## src/shared/hcr_regs.svh

```systemverilog
`ifndef HCR_REGS_SVH
`define HCR_REGS_SVH

// register byte offsets
`define HCR_OFS_VERSION     8'h00
`define HCR_OFS_ROM_PORT    8'h04
`define HCR_OFS_RETRY       8'h08
`define HCR_OFS_CS_NEW      8'h0c
`define HCR_OFS_CS_CMP      8'h10
`define HCR_OFS_CS_CTRL     8'h14

// version register fields
`define HCR_VER_MAJOR       8'h01
`define HCR_VER_MINOR       8'h10
`define HCR_VER_PRESENT_BIT 24

// serial rom access port fields
`define HCR_ROM_CLEAR_BIT   31
`define HCR_ROM_FETCH_BIT   25
`define HCR_ROM_DATA_LSB    16
`define HCR_SMALL_ROM_OFS   8'h20
`define HCR_SMALL_ROM_BYTE  8'h06
`define HCR_SMALL_ROM_FLAG  5
`define HCR_BOOT_BYTES      20

// retry register fields
`define HCR_RETRY_PHYS_LSB  8
`define HCR_RETRY_RSP_LSB   4
`define HCR_RETRY_REQ_LSB   0
`define HCR_RETRY_W         4
`define HCR_RETRY_RESET     4'h0

// compare-swap control fields
`define HCR_CS_DONE_BIT     31
`define HCR_CS_DONE_RESET   1'b1
`define HCR_CS_SEL_RESET    2'b00

`endif

```

## src/shared/hcr_pkg.sv

```systemverilog
package hcr_pkg;

   typedef enum logic [4:0] {
      ROM_INIT  = 5'b0_0001,
      ROM_BOOT  = 5'b0_0010,
      ROM_IDLE  = 5'b0_0100,
      ROM_FETCH = 5'b0_1000,
      ROM_CLEAR = 5'b1_0000
   } hcr_rom_state_t;

   typedef enum logic [1:0] {
      CS_BUS_MANAGER_ID = 2'b00,
      CS_BANDWIDTH_AVL  = 2'b01,
      CS_CHANNELS_HI    = 2'b10,
      CS_CHANNELS_LO    = 2'b11
   } hcr_cs_target_t;

endpackage

```

## src/verilog/hcr_rom_engine.sv

```systemverilog
`timescale 1ns/1ps
`include "hcr_regs.svh"

module hcr_rom_engine #(
   parameter int ADDR_W     = 8,
   parameter int BOOT_BYTES = `HCR_BOOT_BYTES
) (
   input  wire logic              ref_clk,
   input  wire logic              rst_n,
   input  wire logic              rom_detect,
   input  wire logic              clear_req,
   input  wire logic              fetch_req,
   output logic                   rom_rd_req,
   output logic [ADDR_W-1:0]      rom_rd_addr,
   input  wire logic              rom_rd_ack,
   input  wire logic [7:0]        rom_rd_data,
   output logic                   present,
   output logic                   clear_busy,
   output logic                   fetch_busy,
   output logic [7:0]             fetched_byte,
   output logic                   small_rom_flag,
   output logic                   boot_load_valid,
   output logic [ADDR_W-1:0]      boot_load_index,
   output logic [7:0]             boot_load_data
);
   import hcr_pkg::*;

   hcr_rom_state_t    state_q,   state_d;
   logic [ADDR_W-1:0] addr_q,    addr_d;
   logic              present_q, present_d;
   logic              clr_q,     clr_d;
   logic              fch_q,     fch_d;
   logic [7:0]        byte_q,    byte_d;
   logic              small_q,   small_d;
   logic              bval_q,    bval_d;
   logic [ADDR_W-1:0] bidx_q,    bidx_d;
   logic [7:0]        bdat_q,    bdat_d;

   always_comb
   begin
      state_d   = state_q;
      addr_d    = addr_q;
      present_d = present_q;
      clr_d     = clr_q | clear_req;
      fch_d     = fch_q | fetch_req;
      byte_d    = byte_q;
      small_d   = small_q;
      bval_d    = 1'b0;
      bidx_d    = bidx_q;
      bdat_d    = bdat_q;
      case (state_q)
         ROM_INIT:
         begin
            // strap caught one cycle after reset release
            present_d = rom_detect;
            addr_d    = '0;
            state_d   = rom_detect ? ROM_BOOT : ROM_IDLE;
         end
         ROM_BOOT:
         begin
            if (rom_rd_ack)
            begin
               bval_d = 1'b1;
               bidx_d = addr_q;
               bdat_d = rom_rd_data;
               if (addr_q == ADDR_W'(`HCR_SMALL_ROM_BYTE))
               begin
                  small_d = rom_rd_data[`HCR_SMALL_ROM_FLAG];
               end
               if (addr_q == ADDR_W'(BOOT_BYTES - 1))
               begin
                  addr_d  = '0;
                  state_d = ROM_IDLE;
               end
               else
               begin
                  addr_d = addr_q + ADDR_W'(1);
               end
            end
         end
         ROM_IDLE:
         begin
            // address clear served before a fetch written alongside it
            if (clr_q)
            begin
               state_d = ROM_CLEAR;
            end
            else if (fch_q && present_q)
            begin
               state_d = ROM_FETCH;
            end
            else if (fch_q)
            begin
               // no device: finish without touching the held byte
               fch_d = fetch_req;
            end
         end
         ROM_FETCH:
         begin
            if (rom_rd_ack)
            begin
               byte_d  = rom_rd_data;
               addr_d  = addr_q + ADDR_W'(1);
               fch_d   = fetch_req;
               state_d = ROM_IDLE;
            end
         end
         ROM_CLEAR:
         begin
            addr_d  = '0;
            clr_d   = clear_req;
            state_d = ROM_IDLE;
         end
         default:
         begin
            state_d = ROM_IDLE;
         end
      endcase
   end

   always_ff @(posedge ref_clk)
   begin
      if (!rst_n)
      begin
         state_q   <= ROM_INIT;
         addr_q    <= '0;
         present_q <= 1'b0;
         clr_q     <= 1'b0;
         fch_q     <= 1'b0;
         byte_q    <= 8'h00;
         small_q   <= 1'b0;
         bval_q    <= 1'b0;
         bidx_q    <= '0;
         bdat_q    <= 8'h00;
      end
      else
      begin
         state_q   <= state_d;
         addr_q    <= addr_d;
         present_q <= present_d;
         clr_q     <= clr_d;
         fch_q     <= fch_d;
         byte_q    <= byte_d;
         small_q   <= small_d;
         bval_q    <= bval_d;
         bidx_q    <= bidx_d;
         bdat_q    <= bdat_d;
      end
   end

   assign rom_rd_req      = (state_q == ROM_BOOT) || (state_q == ROM_FETCH);
   assign rom_rd_addr     = addr_q;
   assign present         = present_q;
   assign clear_busy      = clr_q;
   assign fetch_busy      = fch_q;
   assign fetched_byte    = byte_q;
   assign small_rom_flag  = small_q;
   assign boot_load_valid = bval_q;
   assign boot_load_index = bidx_q;
   assign boot_load_data  = bdat_q;

endmodule

```

## src/verilog/hcr_cswap.sv

```systemverilog
`timescale 1ns/1ps
`include "hcr_regs.svh"

module hcr_cswap (
   input  wire logic                    ref_clk,
   input  wire logic                    rst_n,
   input  wire logic                    ctrl_wr,
   input  wire hcr_pkg::hcr_cs_target_t ctrl_target,
   input  wire logic                    values_load,
   input  wire logic [31:0]             new_value_in,
   input  wire logic [31:0]             cmp_value_in,
   input  wire logic                    swap_finished,
   output logic                         swap_start,
   output hcr_pkg::hcr_cs_target_t      swap_target,
   output logic                         swap_complete,
   output logic [31:0]                  new_value,
   output logic [31:0]                  cmp_value
);
   import hcr_pkg::*;

   logic           done_q,  done_d;
   hcr_cs_target_t sel_q,   sel_d;
   logic           start_q, start_d;
   logic [31:0]    new_q,   new_d;
   logic [31:0]    cmp_q,   cmp_d;

   always_comb
   begin
      done_d  = done_q;
      sel_d   = sel_q;
      start_d = 1'b0;
      new_d   = new_q;
      cmp_d   = cmp_q;
      if (ctrl_wr)
      begin
         done_d  = 1'b0;
         sel_d   = ctrl_target;
         start_d = 1'b1;
      end
      // completion wins over a clearing write in the same cycle
      if (swap_finished)
      begin
         done_d = 1'b1;
      end
      if (values_load)
      begin
         new_d = new_value_in;
         cmp_d = cmp_value_in;
      end
   end

   always_ff @(posedge ref_clk)
   begin
      if (!rst_n)
      begin
         done_q  <= `HCR_CS_DONE_RESET;
         sel_q   <= hcr_cs_target_t'(`HCR_CS_SEL_RESET);
         start_q <= 1'b0;
      end
      else
      begin
         done_q  <= done_d;
         sel_q   <= sel_d;
         start_q <= start_d;
      end
   end

   // value words have no reset: their content is undefined until loaded
   always_ff @(posedge ref_clk)
   begin
      new_q <= new_d;
      cmp_q <= cmp_d;
   end

   assign swap_start    = start_q;
   assign swap_target   = sel_q;
   assign swap_complete = done_q;
   assign new_value     = new_q;
   assign cmp_value     = cmp_q;

endmodule

```

## src/verilog/hcr_regs.sv

```systemverilog
`timescale 1ns/1ps
`include "hcr_regs.svh"

module hcr_regs #(
   parameter int ADDR_W     = 8,
   parameter int BOOT_BYTES = `HCR_BOOT_BYTES
) (
   input  wire logic                    ref_clk,
   input  wire logic                    rst_n,
   input  wire logic [7:0]              reg_addr,
   input  wire logic                    reg_wr,
   input  wire logic                    reg_rd,
   input  wire logic [31:0]             reg_wdata,
   output logic [31:0]                  reg_rdata,
   output logic                         reg_rvalid,
   input  wire logic                    rom_detect,
   output logic                         rom_rd_req,
   output logic [ADDR_W-1:0]            rom_rd_addr,
   input  wire logic                    rom_rd_ack,
   input  wire logic [7:0]              rom_rd_data,
   output logic                         boot_load_valid,
   output logic [ADDR_W-1:0]            boot_load_index,
   output logic [7:0]                   boot_load_data,
   output logic [3:0]                   phys_response_retry_count,
   output logic [3:0]                   async_response_retry_count,
   output logic [3:0]                   async_request_retry_count,
   input  wire logic                    cs_values_load,
   input  wire logic [31:0]             cs_new_value_in,
   input  wire logic [31:0]             cs_cmp_value_in,
   input  wire logic                    cs_finished,
   output logic                         cs_start,
   output hcr_pkg::hcr_cs_target_t      compare_swap_target
);
   import hcr_pkg::*;

   logic                     wr_rom;
   logic                     wr_retry;
   logic                     wr_cs_ctrl;
   logic                     eeprom_present_flag;
   logic                     rom_address_clear;
   logic                     rom_byte_fetch_go;
   logic [7:0]               rom_fetched_byte;
   logic                     small_flag;
   logic [7:0]               small_rom_offset;
   logic                     compare_swap_complete;
   logic [31:0]              cs_new_value;
   logic [31:0]              cs_cmp_value;
   logic [`HCR_RETRY_W-1:0]  phys_q, phys_d;
   logic [`HCR_RETRY_W-1:0]  rsp_q,  rsp_d;
   logic [`HCR_RETRY_W-1:0]  req_q,  req_d;
   logic [31:0]              rdata_q, rdata_d;
   logic                     rvalid_q, rvalid_d;

   // read-only offsets ignore writes
   // write strobes per register; other offsets take no write
   always_comb
   begin
      wr_rom     = 1'b0;
      wr_retry   = 1'b0;
      wr_cs_ctrl = 1'b0;
      if (reg_wr && reg_addr == `HCR_OFS_ROM_PORT)
      begin
         wr_rom = 1'b1;
      end
      else if (reg_wr && reg_addr == `HCR_OFS_RETRY)
      begin
         wr_retry = 1'b1;
      end
      else if (reg_wr && reg_addr == `HCR_OFS_CS_CTRL)
      begin
         wr_cs_ctrl = 1'b1;
      end
   end

   hcr_rom_engine #(
      .ADDR_W     (ADDR_W),
      .BOOT_BYTES (BOOT_BYTES)
   ) u_rom (
      .ref_clk         (ref_clk),
      .rst_n           (rst_n),
      .rom_detect      (rom_detect),
      .clear_req       (wr_rom && reg_wdata[`HCR_ROM_CLEAR_BIT]),
      .fetch_req       (wr_rom && reg_wdata[`HCR_ROM_FETCH_BIT]),
      .rom_rd_req      (rom_rd_req),
      .rom_rd_addr     (rom_rd_addr),
      .rom_rd_ack      (rom_rd_ack),
      .rom_rd_data     (rom_rd_data),
      .present         (eeprom_present_flag),
      .clear_busy      (rom_address_clear),
      .fetch_busy      (rom_byte_fetch_go),
      .fetched_byte    (rom_fetched_byte),
      .small_rom_flag  (small_flag),
      .boot_load_valid (boot_load_valid),
      .boot_load_index (boot_load_index),
      .boot_load_data  (boot_load_data)
   );

   hcr_cswap u_cswap (
      .ref_clk       (ref_clk),
      .rst_n         (rst_n),
      .ctrl_wr       (wr_cs_ctrl),
      .ctrl_target   (hcr_cs_target_t'(reg_wdata[1:0])),
      .values_load   (cs_values_load),
      .new_value_in  (cs_new_value_in),
      .cmp_value_in  (cs_cmp_value_in),
      .swap_finished (cs_finished),
      .swap_start    (cs_start),
      .swap_target   (compare_swap_target),
      .swap_complete (compare_swap_complete),
      .new_value     (cs_new_value),
      .cmp_value     (cs_cmp_value)
   );

   assign small_rom_offset = small_flag ? `HCR_SMALL_ROM_OFS : 8'h00;

   always_comb
   begin
      phys_d = phys_q;
      rsp_d  = rsp_q;
      req_d  = req_q;
      if (wr_retry)
      begin
         phys_d = reg_wdata[`HCR_RETRY_PHYS_LSB +: `HCR_RETRY_W];
         rsp_d  = reg_wdata[`HCR_RETRY_RSP_LSB +: `HCR_RETRY_W];
         req_d  = reg_wdata[`HCR_RETRY_REQ_LSB +: `HCR_RETRY_W];
      end
   end

   always_comb
   begin
      rdata_d  = rdata_q;
      rvalid_d = reg_rd;
      if (reg_rd)
      begin
         rdata_d = 32'h0000_0000;
         if (reg_addr == `HCR_OFS_VERSION)
         begin
            rdata_d[`HCR_VER_PRESENT_BIT] = eeprom_present_flag;
            rdata_d[23:16]                = `HCR_VER_MAJOR;
            rdata_d[7:0]                  = `HCR_VER_MINOR;
         end
         else if (reg_addr == `HCR_OFS_ROM_PORT)
         begin
            rdata_d[`HCR_ROM_CLEAR_BIT] = rom_address_clear;
            rdata_d[`HCR_ROM_FETCH_BIT] = rom_byte_fetch_go;
            rdata_d[`HCR_ROM_DATA_LSB +: 8] = rom_fetched_byte;
            rdata_d[7:0]                = small_rom_offset;
         end
         else if (reg_addr == `HCR_OFS_RETRY)
         begin
            rdata_d[`HCR_RETRY_PHYS_LSB +: `HCR_RETRY_W] = phys_q;
            rdata_d[`HCR_RETRY_RSP_LSB +: `HCR_RETRY_W]  = rsp_q;
            rdata_d[`HCR_RETRY_REQ_LSB +: `HCR_RETRY_W]  = req_q;
         end
         else if (reg_addr == `HCR_OFS_CS_NEW)
         begin
            rdata_d = cs_new_value;
         end
         else if (reg_addr == `HCR_OFS_CS_CMP)
         begin
            rdata_d = cs_cmp_value;
         end
         else if (reg_addr == `HCR_OFS_CS_CTRL)
         begin
            rdata_d[`HCR_CS_DONE_BIT] = compare_swap_complete;
            rdata_d[1:0]              = compare_swap_target;
         end
      end
   end

   always_ff @(posedge ref_clk)
   begin
      if (!rst_n)
      begin
         phys_q   <= `HCR_RETRY_RESET;
         rsp_q    <= `HCR_RETRY_RESET;
         req_q    <= `HCR_RETRY_RESET;
         rdata_q  <= 32'h0000_0000;
         rvalid_q <= 1'b0;
      end
      else
      begin
         phys_q   <= phys_d;
         rsp_q    <= rsp_d;
         req_q    <= req_d;
         rdata_q  <= rdata_d;
         rvalid_q <= rvalid_d;
      end
   end

   assign reg_rdata                  = rdata_q;
   assign reg_rvalid                 = rvalid_q;
   assign phys_response_retry_count  = phys_q;
   assign async_response_retry_count = rsp_q;
   assign async_request_retry_count  = req_q;

   // fetched byte tracked for the address-clear check
   logic [7:0] held_byte_q;
   always_ff @(posedge ref_clk)
   begin
      held_byte_q <= rom_fetched_byte;
   end
endmodule

```

## config.mk

```make
export PLATFORM = sky130hd
export DESIGN_NAME = hcr_regs
export DESIGN_NICKNAME = d
export VERILOG_FILES = /design/src/shared/hcr_pkg.sv /design/src/verilog/hcr_rom_engine.sv /design/src/verilog/hcr_cswap.sv /design/src/verilog/hcr_regs.sv
export VERILOG_INCLUDE_DIRS = /design/src /design/src/shared
export SDC_FILE = /design/constraint.sdc
export NUM_CORES = 1
export LEC_CHECK = 0
export BUFFER_PORTS_ARGS = -buffer_cell sky130_fd_sc_hd__buf_4
export CAP_MARGIN = 20
export CORE_UTILIZATION = 45
export CTS_BUF_LIST = sky130_fd_sc_hd__clkbuf_8
export DETAILED_ROUTE_END_ITERATION = 6
export PLACE_DENSITY_LB_ADDON = 0.05
export SETUP_SLACK_MARGIN = 0.2
export SLEW_MARGIN = 25
export SYNTH_ARGS = -nofsm -noshare
export SYNTH_HDL_FRONTEND = slang
export SYNTH_SLANG_ARGS = --single-unit
```

## constraint.sdc

```tcl
create_clock -name ref_clk -period 2 [get_ports ref_clk]
set_input_delay 0.2 -clock ref_clk [delete_from_list [all_inputs] [get_ports ref_clk]]
set_output_delay 0.2 -clock ref_clk [all_outputs]
set_load 0.02 [all_outputs]
```

==> flow_summary.ini <==
[layout]
fin_nets = 937
utilization_pct = 68.15
diodes = 0
multi_input_area_sq_um = 2180
fillers = 1040
register_area_sq_um = 3756
area.growth.synth_to_final_pct = 47.94
drive_above_1_share_pct = 33.21

[sta]
final.min_clock_period_ps = 1755
max-slew-margin-rel_pct = 67.36
finalClockSkew_ps = 12.19
tightest_slew_ps = 489.1
finalMaxSlewViolations = 0
setup_violations = 0
setup_tns_ps = 0
finalHoldViolCount = 0
finalCritPeriodShare_pct = 87.75
max_freq_mhz = 569.8
rsz0062_at_grt = true

[setup_path]
worstReg2RegStart = u_rom.rom_rd_addr[5]$_SDFFE_PN0P_
rr_worst_depth = 6
cp_max_fo = 7
critical_path_class = reg2reg
r2r_end = u_rom.rom_rd_addr[1]$_SDFFE_PN0P_
critPathMaxStageDelay_ps = 530
cp_num_buf_inv = 1
crit_required_ps = 2320
path_delay_family = simple AND/OR/NAND/NOR gates
r2r_slack_ps = 250
cp_slowest_cell = or4_4
cp-end-kind = flop
path_cells = or4_4, nor3_4, a31oi_1, o31ai_4, buf_4, a211oi_1
cp_data_arrival_time_ps = 2070
start_kind = flop

[global_routing]
grt_pass1_vias = 5197
overflow = 0
grt_pass1_wl_mm = 25.26
grt_max_degree = 34
antenna_found_initial = 0
track_usage_pct = 23.61

[synthesis]
synth.most_common_cell = dfxtp_1
synth_edf_count = 64
synthArstFlopShare_pct = 0
ys_ff_latch = 155
syn-cell-area_sq_um = 6076
synth_ff_type = dfxtp_1
yosys.area.top_type = edfxtp_1
synth_cell_type_count = 55
synthCells = 548
yosysSeqAreaShare_pct = 61.61
synthTopCellsByCount = dfxtp_1, edfxtp_1, nand2_1, nor2_1, a21oi_1
synth_top_area_share_pct = 31.63
yosysWarnings = 0
avgSynthCellArea_sq_um = 11.09
syn_nets = 670
synth_area_leaders = edfxtp_1, dfxtp_1, mux2i_1, nand2_1, a21oi_1

[clock_network]
clockBufferDepth = 2
cts_tree = done
numCtsBuffers = 17
htreeDepth = 4
cts_sinks = 155
insertion_delay_ps = 450
clock-root-buffer = clkbuf_8
clkTransAtPathRegs_ps = 80

[detailed_routing]
detail-route-antenna-nets = 0
num_vias = 5202
drt_wl_total_mm = 15.87
drc_errors = 0
routedWlPerCell_um = 15.80
drtIter0Drc = 318
via_per_inst = 5.181
drtPass1Iterations = 5

[floorplan]
die_area_sq_um = 13970
start_util_pct = 46.06
die_h_um = 118.2
core_area_sq_um = 13190
num_rows = 42
die_w_um = 118.2
io_pins = 194

[min_path]
hold_path_startpoint = reg_wdata[31]
min_path_type = in2reg
min_to = u_rom.clear_busy$_SDFF_PN0_
min_delay_path_depth = 3

[power_and_ir_drop]
ir_worst_vdd_v = 0.0004768
clkPwrFrac_pct = 37.8
pwr-share-seq_pct = 52.5
switching_share_pct = 22.84
total_power_w = 0.006650
power_leakage_nw = 3.596
power.internal_w = 0.005131
cellPowerDensity_nw_per_um2 = 739.8
combPwrFrac_pct = 9.7
p_sw_w = 0.001519

[status]
status = completed

[placed_design]
hpwlAfterDp_mm = 10.56
gp_congestion = 0.8463
place.port_buffers = 175

[run]
drv_cap = 0
-- stage by stage --
| stage | hold slack, ps | std cells | setup slack, ps | area (sq um) |
|---|---|---|---|---|
| floorplan | 298.9 | 548 | 221.5 | 6076 |
| global placement | 377.9 | 884 | 171.5 | 7646 |
| detailed placement | 379.4 | 884 | 126.2 | 7646 |
| CTS | 14.28 | 1004 | 190.0 | 8970 |
| global route | 33.83 | 1004 | 191.0 | 8989 |
| finish | 56.88 | 1004 | 245.0 | 8989 |
-- placed cells by master, fill, tap and decap left out, types with 3 or more instances in the layout --
cell / netlist / final
a211oi_1: 6 / 6
a21oi_1: 36 / 36
a21oi_2: 10 / 10
a221oi_1: 3 / 3
a22oi_1: 22 / 22
a31oi_1: 12 / 12
and3_1: 6 / 5
buf_12: 0 / 3
buf_4: 0 / 193
bufinv_16: 0 / 3
clkbuf_8: 0 / 20
clkinv_4: 0 / 5
dfxtp_1: 91 / 83
dfxtp_2: 0 / 7
dlygate4sd3_1: 0 / 86
edfxtp_1: 64 / 64
inv_1: 7 / 7
mux2i_1: 24 / 24
nand2_1: 58 / 58
nand2_2: 10 / 10
nand3_1: 16 / 16
nand3b_1: 4 / 4
nand4_1: 3 / 3
nor2_1: 45 / 44
nor2b_1: 10 / 10
nor3_1: 5 / 5
o21ai_0: 20 / 20
o21ai_1: 10 / 10
o22ai_1: 9 / 9
or3_1: 4 / 4
xnor2_1: 8 / 8
-- worst max-delay path by stage --
stage	from	endpoint	slack [ps]	cells after the start
after floorplan	u_rom.rom_rd_addr[3]$_SDFFE_PN0P_	u_rom.state_q[3]$_SDFFE_PN0P_	220	5
after global routing	u_rom.rom_rd_addr[5]$_SDFFE_PN0P_	u_rom.rom_rd_addr[1]$_SDFFE_PN0P_	190	6
after detailed placement	reg_addr[7]	async_request_retry_count[0]$_SDFFE_PN0P_	130	6
after global placement	reg_addr[7]	async_request_retry_count[0]$_SDFFE_PN0P_	170	6
after CTS	u_rom.state_q[1]$_SDFFE_PN0P_	rom_rd_req	190	4
final	u_rom.rom_rd_addr[5]$_SDFFE_PN0P_	u_rom.rom_rd_addr[1]$_SDFFE_PN0P_	250	6
-- kinds of logic after synthesis --
family	after synthesis	synth area share [%]
adders and majority gates	2	0.4118
DFF	155	61.61
xor gates and xnor gates	8	1.153
buffers and inverters	41	2.842
AOI/OAI and AO/OA	136	14.54
and+or+nand+nor	181	15.30
muxes	25	4.139
-- sequential cells by signal (all words and copies together) (netlist names), 5 cells and up --
register               cells
reg_rdata                 32
u_cswap.cmp_value         32
u_cswap.new_value         32
u_rom.boot_load_data       8
u_rom.boot_load_index      8
u_rom.fetched_byte         8
u_rom.rom_rd_addr          8
u_rom.state_q              5
-- area by class of cell --
| class | count | share of cell area (%) |
|---|---|---|
| inverter | 7 | 0.2923 |
| tap | 176 | 2.450 |
| timing repair buffer | 282 | 26.36 |
| clock buffer | 20 | 3.062 |
| clock inverter | 12 | 1.796 |
| sequential | 155 | 41.79 |
| multi-input combinational | 352 | 24.25 |
-- power by group through the flow --
stage | logic [W] | clock network [W] | registers (W)
CTS | 0.000638 | 0.00258 | 0.00349
global placement | 0.000486 | 0 | 0.00356
global route | 0.000694 | 0.00269 | 0.00351
floorplan | 0.000201 | 0 | 0.00356
finish | 0.000642 | 0.00252 | 0.00349
detailed placement | 0.000495 | 0 | 0.00356
-- worst reg2reg max path, stage by stage, from the launching register on --
cell	delay (ps)
dfxtp_2	360
or4_4	540
nor3_4	180
a31oi_1	100
o31ai_4	240
buf_4	170
a211oi_1	50
-- per-layer routing --
layer,part of all wire (%),vias up,track usage [%],wire (um)
met4,2.4,0,11.14,379
met5,0,-,0,0
met3,6.8,26,6.274,1081
met1,40,2447,26.92,6417
li1,-,2526,-,-
met2,50,203,41.07,7990
-- repair_timing --
action | in CTS | in global routing
hold endpoints to repair | 92 | 0
endpoints found under the setup margin | 10 | 11
pin swaps | 2 | 0
hold buffers | 86 | 0
gates resized for setup | 5 | 8
buffers inserted | 2 | 0
No activity file was read; power rests on OpenSTA's default activity.
